[src/rtl/spiwk_cfg.svh]
`ifndef SPIWK_CFG_SVH
`define SPIWK_CFG_SVH
// **********************************************
// configuration bit positions
// **********************************************
`define SPIWK_CFG_ENABLE_BIT   0
`define SPIWK_CFG_MASTER_BIT   2
`define SPIWK_CFG_PHASE_BIT    4
`define SPIWK_CFG_POL_BIT      5
`define SPIWK_CFG_WIDTH        6
// **********************************************
// status / enable bit positions
// **********************************************
`define SPIWK_EV_RXRDY_BIT     0
`define SPIWK_EV_OVERRUN_BIT   1
`define SPIWK_EV_SELCHG_BIT    2
`define SPIWK_EV_WIDTH         3
// **********************************************
// reset values and timing
// **********************************************
`define SPIWK_SEL_POL_RESET    4'h0
`define SPIWK_FRAME_BITS       8
`define SPIWK_HALF_PERIOD      4
`define SPIWK_SEL_COUNT        4
`endif

[src/rtl/spiwk_pkg.sv]
package spiwk_pkg;
  typedef enum logic [4:0] {
    SPIWK_IDLE  = 5'h01,
    SPIWK_SETUP = 5'h02,
    SPIWK_LEAD  = 5'h04,
    SPIWK_TRAIL = 5'h08,
    SPIWK_HOLD  = 5'h10
  } spiwk_mst_e;
endpackage

[src/rtl/spiwk_sync.sv]
`timescale 1ns/10ps
`default_nettype none
module spiwk_sync #(
  parameter int WIDTH = 1
) (
  input  wire logic             ref_clk_in,
  input  wire logic             rst_b_in,
  input  wire logic [WIDTH-1:0] async_in,
  output logic      [WIDTH-1:0] sync_out
);
  // first stage is read only by the second stage
  logic [WIDTH-1:0] meta_reg;
  always_ff @(posedge ref_clk_in or negedge rst_b_in) begin
    if (!rst_b_in) begin
      meta_reg <= '0;
      sync_out <= '0;
    end else begin
      meta_reg <= async_in;
      sync_out <= meta_reg;
    end
  end
endmodule
`default_nettype wire

[src/rtl/spiwk_top.sv]
`include "spiwk_cfg.svh"
`timescale 1ns/10ps
`default_nettype none
module spiwk_top
  import spiwk_pkg::*;
#(
  parameter int FRAME_BITS  = `SPIWK_FRAME_BITS,
  parameter int HALF_PERIOD = `SPIWK_HALF_PERIOD,
  parameter int SEL_COUNT   = `SPIWK_SEL_COUNT
) (
  input  wire logic                      ref_clk_in,
  input  wire logic                      rst_b_in,
  input  wire logic                      port_enable_in,
  input  wire logic                      role_master_in,
  input  wire logic                      clock_capture_phase_select_in,
  input  wire logic                      clock_rest_level_select_in,
  input  wire logic [SEL_COUNT-1:0]      sel_active_high_in,
  input  wire logic [SEL_COUNT-1:0]      sel_target_in,
  input  wire logic [`SPIWK_EV_WIDTH-1:0] int_enable_set_in,
  input  wire logic [`SPIWK_EV_WIDTH-1:0] int_enable_clr_in,
  input  wire logic [`SPIWK_EV_WIDTH-1:0] status_clr_in,
  input  wire logic                      tx_valid_in,
  input  wire logic [FRAME_BITS-1:0]     tx_data_in,
  input  wire logic                      rx_read_in,
  input  wire logic                      sck_in,
  input  wire logic                      mosi_in,
  input  wire logic                      miso_in,
  input  wire logic [SEL_COUNT-1:0]      sel_in,
  output logic                           sck_out,
  output logic                           sck_oe_b_out,
  output logic                           mosi_out,
  output logic                           mosi_oe_b_out,
  output logic                           miso_out,
  output logic                           miso_oe_b_out,
  output logic [SEL_COUNT-1:0]           sel_out,
  output logic [SEL_COUNT-1:0]           sel_oe_b_out,
  output logic                           tx_ready_out,
  output logic                           rx_valid_out,
  output logic [FRAME_BITS-1:0]          rx_data_out,
  output logic [`SPIWK_EV_WIDTH-1:0]     status_out,
  output logic [`SPIWK_EV_WIDTH-1:0]     interrupt_enable_set_reg_out,
  output logic                           wake_out
);
  localparam int CW = $clog2(FRAME_BITS + 1);
  localparam int HW = $clog2(HALF_PERIOD + 1);

  // **********************************************
  // helpers
  // **********************************************
  function automatic logic [SEL_COUNT-1:0] sel_to_pin(
    input logic [SEL_COUNT-1:0] act,
    input logic [SEL_COUNT-1:0] pol
  );
    // active low by default: pin = ~active unless polarity high
    sel_to_pin = act ~^ pol;
  endfunction

  // **********************************************
  // pin synchronisers
  // **********************************************
  logic                 sck_s;
  logic                 mosi_s;
  logic                 miso_s;
  logic [SEL_COUNT-1:0] sel_s;

  spiwk_sync #(.WIDTH(SEL_COUNT + 3)) u_sync (
    .ref_clk_in (ref_clk_in),
    .rst_b_in   (rst_b_in),
    .async_in   ({sck_in, mosi_in, miso_in, sel_in}),
    .sync_out   ({sck_s, mosi_s, miso_s, sel_s})
  );

  logic                 en;
  logic                 mst;
  logic                 slv_run;
  logic                 sel_any;
  logic [SEL_COUNT-1:0] sel_act;
  assign en      = port_enable_in;
  assign mst     = role_master_in;
  // any select at its active level addresses the slave
  assign sel_act = sel_s ~^ sel_active_high_in;
  assign sel_any = |sel_act;
  assign slv_run = en && !mst && sel_any;

  // **********************************************
  // master engine
  // **********************************************
  spiwk_mst_e          state_reg;
  logic [CW-1:0]       mbit_reg;
  logic [HW-1:0]       half_reg;
  logic [FRAME_BITS-1:0] mtx_reg;
  logic [FRAME_BITS-1:0] mrx_reg;
  logic                sck_lvl_reg;
  logic                msel_reg;
  logic                mdone_reg;
  logic                half_hit;
  assign half_hit = (half_reg == HW'(HALF_PERIOD - 1));

  // disabled or slave: engine held idle, counters and flags cleared, shift data kept
  always_ff @(posedge ref_clk_in or negedge rst_b_in) begin
    if (!rst_b_in) begin
      state_reg   <= SPIWK_IDLE;
      mbit_reg    <= '0;
      half_reg    <= '0;
      mtx_reg     <= '0;
      mrx_reg     <= '0;
      sck_lvl_reg <= 1'b0;
      msel_reg    <= 1'b0;
      mdone_reg   <= 1'b0;
    end else if (!en || !mst) begin
      state_reg   <= SPIWK_IDLE;
      mbit_reg    <= '0;
      half_reg    <= '0;
      sck_lvl_reg <= 1'b0;
      msel_reg    <= 1'b0;
      mdone_reg   <= 1'b0;
    end else begin
      mdone_reg <= 1'b0;
      half_reg  <= half_hit ? '0 : half_reg + HW'(1);
      case (state_reg)
        SPIWK_IDLE: begin
          half_reg <= '0;
          if (tx_valid_in) begin
            mtx_reg   <= tx_data_in;
            mbit_reg  <= '0;
            msel_reg  <= 1'b1; // select before first bit
            state_reg <= SPIWK_SETUP;
          end
        end
        SPIWK_SETUP: begin
          if (half_hit) begin
            sck_lvl_reg <= 1'b1; // leading edge
            if (!clock_capture_phase_select_in)
              mrx_reg <= {mrx_reg[FRAME_BITS-2:0], miso_s};
            state_reg <= SPIWK_LEAD;
          end
        end
        SPIWK_LEAD: begin
          if (half_hit) begin
            sck_lvl_reg <= 1'b0;
            mbit_reg    <= mbit_reg + CW'(1);
            if (clock_capture_phase_select_in)
              mrx_reg <= {mrx_reg[FRAME_BITS-2:0], miso_s};
            else
              mtx_reg <= {mtx_reg[FRAME_BITS-2:0], 1'b0};
            if (mbit_reg == CW'(FRAME_BITS - 1))
              state_reg <= SPIWK_HOLD;
            else
              state_reg <= SPIWK_TRAIL;
          end
        end
        SPIWK_TRAIL: begin
          if (half_hit) begin
            sck_lvl_reg <= 1'b1;
            if (clock_capture_phase_select_in)
              mtx_reg <= {mtx_reg[FRAME_BITS-2:0], 1'b0};
            else
              mrx_reg <= {mrx_reg[FRAME_BITS-2:0], miso_s};
            state_reg <= SPIWK_LEAD;
          end
        end
        SPIWK_HOLD: begin
          if (half_hit) begin
            msel_reg  <= 1'b0; // release after last bit
            mdone_reg <= 1'b1;
            state_reg <= SPIWK_IDLE;
          end
        end
        default: state_reg <= SPIWK_IDLE;
      endcase
    end
  end

  // **********************************************
  // slave engine, edges found on synchronised clock
  // **********************************************
  logic                  sck_d_reg;
  logic [CW-1:0]         sbit_reg;
  logic [FRAME_BITS-1:0] stx_reg;
  logic [FRAME_BITS-1:0] srx_reg;
  logic                  sdone_reg;
  logic                  s_lead;
  logic                  s_trail;
  logic                  s_edge;
  logic                  s_cap;
  assign s_edge  = sck_s != sck_d_reg;
  // leading edge leaves the rest level
  assign s_lead  = s_edge && (sck_d_reg == clock_rest_level_select_in);
  assign s_trail = s_edge && !s_lead;
  assign s_cap   = clock_capture_phase_select_in ? s_trail : s_lead;

  always_ff @(posedge ref_clk_in or negedge rst_b_in) begin
    if (!rst_b_in) begin
      sck_d_reg <= 1'b0;
      sbit_reg  <= '0;
      stx_reg   <= '0;
      srx_reg   <= '0;
      sdone_reg <= 1'b0;
    end else begin
      sck_d_reg <= sck_s;
      sdone_reg <= 1'b0;
      if (!slv_run) begin
        sbit_reg <= '0;
        stx_reg  <= tx_data_in;
      end else if (s_cap) begin
        srx_reg <= {srx_reg[FRAME_BITS-2:0], mosi_s};
        if (sbit_reg == CW'(FRAME_BITS - 1)) begin
          sbit_reg  <= '0;
          sdone_reg <= 1'b1;
        end else begin
          sbit_reg <= sbit_reg + CW'(1);
        end
      end else if (s_edge &&
                   !(clock_capture_phase_select_in && sbit_reg == '0)) begin
        // first leading edge keeps the msb already on the pin
        stx_reg <= {stx_reg[FRAME_BITS-2:0], 1'b0};
      end
    end
  end

  // **********************************************
  // pin drive, enables low while driving
  // **********************************************
  always_ff @(posedge ref_clk_in or negedge rst_b_in) begin
    if (!rst_b_in) begin
      sck_out       <= 1'b0;
      sck_oe_b_out  <= 1'b1;
      mosi_out      <= 1'b0;
      mosi_oe_b_out <= 1'b1;
      miso_out      <= 1'b0;
      miso_oe_b_out <= 1'b1;
      sel_out       <= ~`SPIWK_SEL_POL_RESET;
      sel_oe_b_out  <= '1;
    end else begin
      // rest level xor toggle only inside a frame
      sck_out       <= clock_rest_level_select_in ^ sck_lvl_reg;
      sck_oe_b_out  <= !mst;
      mosi_out      <= mtx_reg[FRAME_BITS-1];
      mosi_oe_b_out <= !mst;
      miso_out      <= stx_reg[FRAME_BITS-1];
      miso_oe_b_out <= !slv_run;
      sel_out       <= sel_to_pin(sel_target_in & {SEL_COUNT{msel_reg}},
                                  sel_active_high_in);
      sel_oe_b_out  <= {SEL_COUNT{!mst}};
    end
  end

  // **********************************************
  // data handoff
  // **********************************************
  logic [`SPIWK_EV_WIDTH-1:0] ev;
  logic                       frame_done;
  logic                       sel_any_d_reg;
  assign frame_done = mdone_reg || sdone_reg;
  assign ev[`SPIWK_EV_RXRDY_BIT]   = frame_done;
  assign ev[`SPIWK_EV_OVERRUN_BIT] = frame_done && rx_valid_out && !rx_read_in;
  assign ev[`SPIWK_EV_SELCHG_BIT]  = en && !mst && (sel_any != sel_any_d_reg);

  always_ff @(posedge ref_clk_in or negedge rst_b_in) begin
    if (!rst_b_in) begin
      rx_valid_out  <= 1'b0;
      rx_data_out   <= '0;
      tx_ready_out  <= 1'b0;
      sel_any_d_reg <= 1'b0;
    end else begin
      sel_any_d_reg <= sel_any;
      tx_ready_out  <= en && mst && (state_reg == SPIWK_IDLE);
      // overrun keeps the older word; new frame lost
      if (frame_done && !(rx_valid_out && !rx_read_in)) begin
        rx_valid_out <= 1'b1;
        // last bit already shifted in when the done flag rises
        rx_data_out  <= mst ? mrx_reg : srx_reg;
      end else if (rx_read_in) begin
        rx_valid_out <= 1'b0;
      end
    end
  end

  // **********************************************
  // status, enables and wake
  // **********************************************
  always_ff @(posedge ref_clk_in or negedge rst_b_in) begin
    if (!rst_b_in) begin
      status_out                   <= '0;
      interrupt_enable_set_reg_out <= '0;
      wake_out                     <= 1'b0;
    end else begin
      // set wins over clear
      status_out <= (status_out & ~status_clr_in) | ev;
      interrupt_enable_set_reg_out <=
        (interrupt_enable_set_reg_out & ~int_enable_clr_in)
        | int_enable_set_in;
      // works in both roles; deep sleep needs master clock
      wake_out <= |(status_out & interrupt_enable_set_reg_out);
    end
  end

  // **********************************************
  // checks
  // **********************************************
  property p_sck_rest;
    @(posedge ref_clk_in) disable iff (!rst_b_in)
      (state_reg == SPIWK_IDLE) |=> (sck_out == $past(clock_rest_level_select_in));
  endproperty
  a_sck_rest: assert property (p_sck_rest) else $error("clock not at rest");

  property p_sck_drive;
    @(posedge ref_clk_in) disable iff (!rst_b_in)
      mst |=> !sck_oe_b_out && !mosi_oe_b_out && (sel_oe_b_out == '0);
  endproperty
  a_sck_drive: assert property (p_sck_drive) else $error("master not driving");

  property p_miso_drive;
    @(posedge ref_clk_in) disable iff (!rst_b_in)
      !miso_oe_b_out |-> $past(en) && !$past(mst) && $past(sel_any);
  endproperty
  a_miso_drive: assert property (p_miso_drive) else $error("miso driven wrongly");

  property p_sel_first;
    @(posedge ref_clk_in) disable iff (!rst_b_in)
      (state_reg == SPIWK_SETUP) |-> msel_reg;
  endproperty
  a_sel_first: assert property (p_sel_first) else $error("select late");

  property p_sel_release;
    @(posedge ref_clk_in) disable iff (!rst_b_in)
      mdone_reg |-> !msel_reg ##1 (state_reg == SPIWK_IDLE) || tx_valid_in;
  endproperty
  a_sel_release: assert property (p_sel_release) else $error("select held");

  property p_disable_hold;
    @(posedge ref_clk_in) disable iff (!rst_b_in)
      !en |=> (state_reg == SPIWK_IDLE) && (mbit_reg == '0) && (sbit_reg == '0);
  endproperty
  a_disable_hold: assert property (p_disable_hold) else $error("not held");

  property p_wake;
    @(posedge ref_clk_in) disable iff (!rst_b_in)
      (|(status_out & interrupt_enable_set_reg_out)) |=> wake_out;
  endproperty
  a_wake: assert property (p_wake) else $error("wake missing");

  property p_rx_event;
    @(posedge ref_clk_in) disable iff (!rst_b_in)
      frame_done |=> status_out[`SPIWK_EV_RXRDY_BIT];
  endproperty
  a_rx_event: assert property (p_rx_event) else $error("rx event lost");

  property p_reset_sel;
    @(posedge ref_clk_in) disable iff (!rst_b_in)
      (sel_active_high_in == '0) && !msel_reg |=> (sel_out == '1);
  endproperty
  a_reset_sel: assert property (p_reset_sel) else $error("select not low-act");
endmodule
`default_nettype wire

[config.mk]
export PLATFORM = sky130hd
export DESIGN_NAME = spiwk_top
export DESIGN_NICKNAME = d
export VERILOG_FILES = /design/src/rtl/spiwk_pkg.sv /design/src/rtl/spiwk_sync.sv /design/src/rtl/spiwk_top.sv
export VERILOG_INCLUDE_DIRS = /design/src /design/src/rtl
export SDC_FILE = /design/constraint.sdc
export NUM_CORES = 1
export LEC_CHECK = 0
export BUFFER_PORTS_ARGS = -buffer_cell sky130_fd_sc_hd__buf_2
export CORE_ASPECT_RATIO = 1.4
export CORE_MARGIN = 2
export CORE_UTILIZATION = 56
export CTS_CLUSTER_SIZE = 25
export DETAILED_ROUTE_END_ITERATION = 12
export PLACE_DENSITY = 0.83
export SKIP_CTS_REPAIR_TIMING = 1
export SYNTH_ARGS = -nofsm -noshare
export SYNTH_HDL_FRONTEND = slang
export SYNTH_SLANG_ARGS = --single-unit
export TNS_END_PERCENT = 20
[constraint.sdc]
create_clock -name ref_clk_in -period 2.2 [get_ports ref_clk_in]
set_input_delay 0.44 -clock ref_clk_in [delete_from_list [all_inputs] [get_ports ref_clk_in]]
set_output_delay 0.44 -clock ref_clk_in [all_outputs]
set_load 0.05 [all_outputs]
# Yosys cells after proc, flatten, opt, wreduce, memory -nomap -nowiden
# Cells that the tools add are included.
# op_classes
addsub,3
n_eq_ne,26
muxes,48
bitwise,12
n_reduce_logical,40
# op_table
op,count
2-to-1 mux 8 bit,13
2-to-1 mux 5 bit,6
2-to-1 mux 4 bit,6
one-hot mux 8 bit (3 select lines),1
one-hot mux 5 bit (4 select lines),1
!= test 2 bit (second input constant),8
one-hot mux 8 bit (2 select lines),1
2-to-1 mux 1 bit,14
logical AND 1 bit,13
nonzero test 3 bit,4
bitwise AND 3 bit,3
2-to-1 mux 3 bit,3
!= test 3 bit (second input constant),3
AND reduction 3 bit,3
adder 4 x 1 -> 4 bit (second input constant),2
== test 4 x 3 -> 1 bit (second input constant),2
one-hot mux 4 bit (2 select lines),1
bitwise XNOR 4 bit,2
logical NOT 1 bit,7
AND reduction 7 bit,1
!= test 2 x 1 -> 1 bit (second input constant),3
inverter 3 bit,2
OR 3 bit,2
AND reduction 6 bit,1
other kinds (22),27
# totals
ff_bits,95
wordCells,158

# Depth between registers and ports, before layout
# depth
word_depth,7
ltp_mapped,7
ltp_nobuf,6

# Cells and area by module
# A second synthesis with hierarchy kept.
# hier_totals
hier_cells,350
area_unflattened_um2,4170.2
# by_module_without_submodules
module,n_inst,cells_each,area_each_um2
spiwk_top,1,336,3819.9
spiwk_sync,1,14,350.3

# Least setup slack after synthesis
# Ideal clock, no wire load.
# synth_timing
path_type,reg-to-reg
from,register state_reg[2]
to,register mtx_reg[1]
setup_time_ns,0.125
t_arrival_ns,1.827
required_ns,2.075
setup_slack_ns,0.248
stages_incl_launch_ff,6
path_cell_list,dfrtp_1 buf_6 nor3_4 nand4b_2 a221oi_4 mux2_2
# synth_between
elab_chain_cells,3
elab_cells_between_ends,11
classes_between,eq/ne: 8; mux: 1; reduce/logical: 2
# synth_rtl
element,line_no,text
from (decl),spiwk_top.sv:88,spiwk_mst_e state_reg;
from (signal assigned),spiwk_top.sv:102,state_reg <= SPIWK_IDLE;
from (signal assigned),spiwk_top.sv:111,state_reg <= SPIWK_IDLE;
from (signal assigned),spiwk_top.sv:127,state_reg <= SPIWK_SETUP;
"== test 5 x 3 -> 1 bit, or another cell as far along",spiwk_top.sv:120,case (state_reg)
!= test 2 bit (no line) or nonzero test 3 bit (tied branches),-,
AND reduction 7 bit (no line),-,
to (signal assigned),spiwk_top.sv:124,mtx_reg <= tx_data_in;
to (signal assigned),spiwk_top.sv:145,"mtx_reg <= {mtx_reg[FRAME_BITS-2:0], 1'b0};"
to (signal assigned),spiwk_top.sv:156,"mtx_reg <= {mtx_reg[FRAME_BITS-2:0], 1'b0};"
to (decl),spiwk_top.sv:91,logic [FRAME_BITS-1:0] mtx_reg;
# Parallel ways exist; a longest one is shown, timed or not.
# A chain may end at the register's enable or synchronous reset.

# Final worst setup path
# layout_timing
from,register state_reg[3]
to,register mtx_reg[4]
# Same word-level chain as after synthesis.

==> out/results.tsv <==
metric	value	unit
outcome	complete, no violations	
final setup fails	0	
Leak Pwr	2.25	nW
Max FO, Critical Path	8	
IO Pins	71	
Fillers	527	
hold path endpoint	u_sync.meta_reg[6]	
met1 global-route usage	26.2	%
# Max-Cap Violations	0	
Buf+Inv Stages, Crit Path	0	
number of H-tree levels	3	
Max Buffers Root-to-Sink	2	
diode count	0	
critical-path cell list	nor3_4 -> nand4b_2 -> a221oi_4 -> mux2_2	
largest cells by area after synthesis	dfrtp_1 (53%), mux2_2 (8.2%), dfstp_2 (4.5%)	
worst path required time	2460	ps
Worst Tran Pin Value	538	ps
Fmax	480	MHz
mapped cell area	4100	µm²
WL/cell	15.0	µm
setup tns final	0	ps
Hold Path Stages	1	
Worst Hold Launch	sck_in	
post-route clock skew	9.81	ps
EDFF count, synth	0	
clock sinks	94	
Final Wtd Congestion	0.816	
number of core rows	36	
Post-Synthesis Cells	341	
RR Endpoint	mtx_reg[4]	
initial DRC count	231	
Initial DRT Pass Iterations	4	
reg2reg start	state_reg[3]	
Slowest-stage cell, CP	a221oi_4	
synthesized flop and latch total	94	
final hold vios	0	
power share of the clock group	34.1	%
initial antenna violation count	0	
Critical Path AT	2340	ps
count leader, synth	dfrtp_1	
Core Area	7030	µm²
met2 Use GR	34.5	%
most frequent cells after synthesis	dfrtp_1 (87), mux2_2 (30), nor2_1 (19)	
Via-to-Cell Ratio	5.57	
Final Critical Period	2080	ps
vias in the first global route	2920	
worst-skew pair later-pin latency	370	ps
Layout area overhead	17.4	%
Worst setup EP type	flip-flop	
Post-route DRC	0	
Seq/Total Area, Yosys	57.5	%
Power per Cell Area	760	nW/µm²
R2R cell count	4	
layout cells sized above 1	34.2	%
hpwl dp	5590	µm
fin util	68.6	%
Initial Util	58.4	%
Die Wd	76.4	µm
family with the most delay on the worst path	compound AO/OA/AOI/OAI gates	
unique cell type count in the Yosys netlist	56	
Max Slew Vio Count	0	
nets	460	
die area	8040	µm²
Syn. warnings	0	
CTS tree	done	
All-Layer GR Usage	21.0	%
pre-CTS worst setup slack	93.3	ps
Seq pwr share	53.1	%
internal power	2.72	mW
Final Worst Setup Slack	115	ps
syn_nets	385	
CP Launch Type	flip-flop	
Yosys top cell area share	53.0	%
Final period util	94.8	%
M3 GR Usage	4.97	%
clock slew at reported path FFs	90	ps
grt total ovfl	0	
slack of the worst reg-to-reg path	120	ps
DRT antenna net count	0	
syn avg cell area	12.0	µm²
Comb pwr share	12.8	%
CP max stage delay	560	ps
RSZ-0062 raised after global routing	no	
NetSw	0.938	mW
largest net degree at the start of global routing	51	
GR peak layer	met2	
Root Buffer	clkbuf_8	
Crit Path Class	reg2reg	
Port Buf Inserts	70	
Post-synth ARST share	100	%
area leader, netlist	dfrtp_1	
Num CTS Buffers	9	
first-pass GRT wire length	13400	µm
worst min-delay path class	in2reg	
vias post-DR	2873	
peak supply drop	0.586	mV
Net Sw Frac	25.6	%
Most used DFF post-synth	dfrtp_1	
Slew headroom	64.0	%
DRT Wirelength	7750	µm
die span in y	105	µm
==> cell type report <==
type / instances / area, µm² / area share (%)
Clock buffer: 12 / 145 / 3.01
Clock inverter: 4 / 72.6 / 1.51
Inverter: 14 / 52.6 / 1.09
Multi-Input combinational cell: 214 / 1600 / 33.3
Sequential cell: 94 / 2360 / 49.0
Tap cell: 95 / 119 / 2.47
Timing Repair Buffer: 83 / 465 / 9.66
==> kinds of logic after synthesis <==
kind of cell,Yosys count,share of synthesized area [%]
XOR/XNOR,13,2.77
AO/OA/AOI/OAI,62,10.4
multiplexers,44,11.6
adder cells (fa/ha/maj),4,1.22
AND/OR/NAND/NOR,91,12.6
flip-flops,94,57.5
buffers and inverters,33,3.84
==> power by group through the flow <==
stage	Combinational, mW	Sequential, mW	Clock, mW
floorplan	0.241	2.03	0
global placement	0.453	1.97	0
detailed placement	0.468	1.98	0
CTS	0.471	1.94	1.27
global route	0.513	1.96	1.36
finish	0.469	1.94	1.25
==> worst reg2reg max path, delay by kind of cell, from the launching register on <==
family | cells | cell delay (ps)
compound gates | 1 | 560
flops | 1 | 520
mux | 1 | 400
simple gates | 2 | 500
==> layout by cell type (no fill, tap or decap), drive strengths merged, types with 5 or more instances in the layout <==
| cell type | netlist | final |
|---|---|---|
| o21ai | 14 | 14 |
| dfstp | 7 | 7 |
| a31oi | 10 | 10 |
| nand3 | 14 | 14 |
| dfrtp | 87 | 87 |
| mux2 | 30 | 30 |
| nor2 | 20 | 20 |
| inv | 13 | 13 |
| nor2b | 5 | 5 |
| clkbuf | 8 | 12 |
| buf | 11 | 82 |
| xnor2 | 7 | 7 |
| mux2i | 14 | 14 |
| xor2 | 6 | 6 |
| nand2 | 18 | 18 |
| a21oi | 13 | 13 |
==> stage by stage <==
stage               hold slack (ps)  area (µm²)  power [mW]  instances
global placement                332        4570        2.42        499
finish                          168        4820        3.66        516
floorplan                       144        4100        2.27        341
detailed placement              336        4570        2.44        499
global route                    143        4820        3.83        516
CTS                           -32.2        4790        3.69        515
==> metal layers <==
metal / part of all wire [%] / up-vias / wire, µm
met5: 0 / - / 0
met4: 2.3 / 0 / 178
met3: 4.2 / 14 / 322
met2: 51 / 72 / 3950
met1: 43 / 1419 / 3290
li1: - / 1368 / -
==> worst max-delay path by stage <==
stage	start	to	slack, ps	cells after the start
6_report	state_reg[3]	mtx_reg[4]	120	4
5_1_grt	state_reg[3]	mtx_reg[4]	1	4
4_1_cts	state_reg[2]	mtx_reg[4]	80	4
3_5_place_dp	state_reg[4]	mtx_reg[4]	90	4
3_3_place_gp	state_reg[2]	mtx_reg[6]	190	4
2_1_floorplan	state_reg[2]	mtx_reg[1]	250	5
Power figures use the tool's default switching activity.
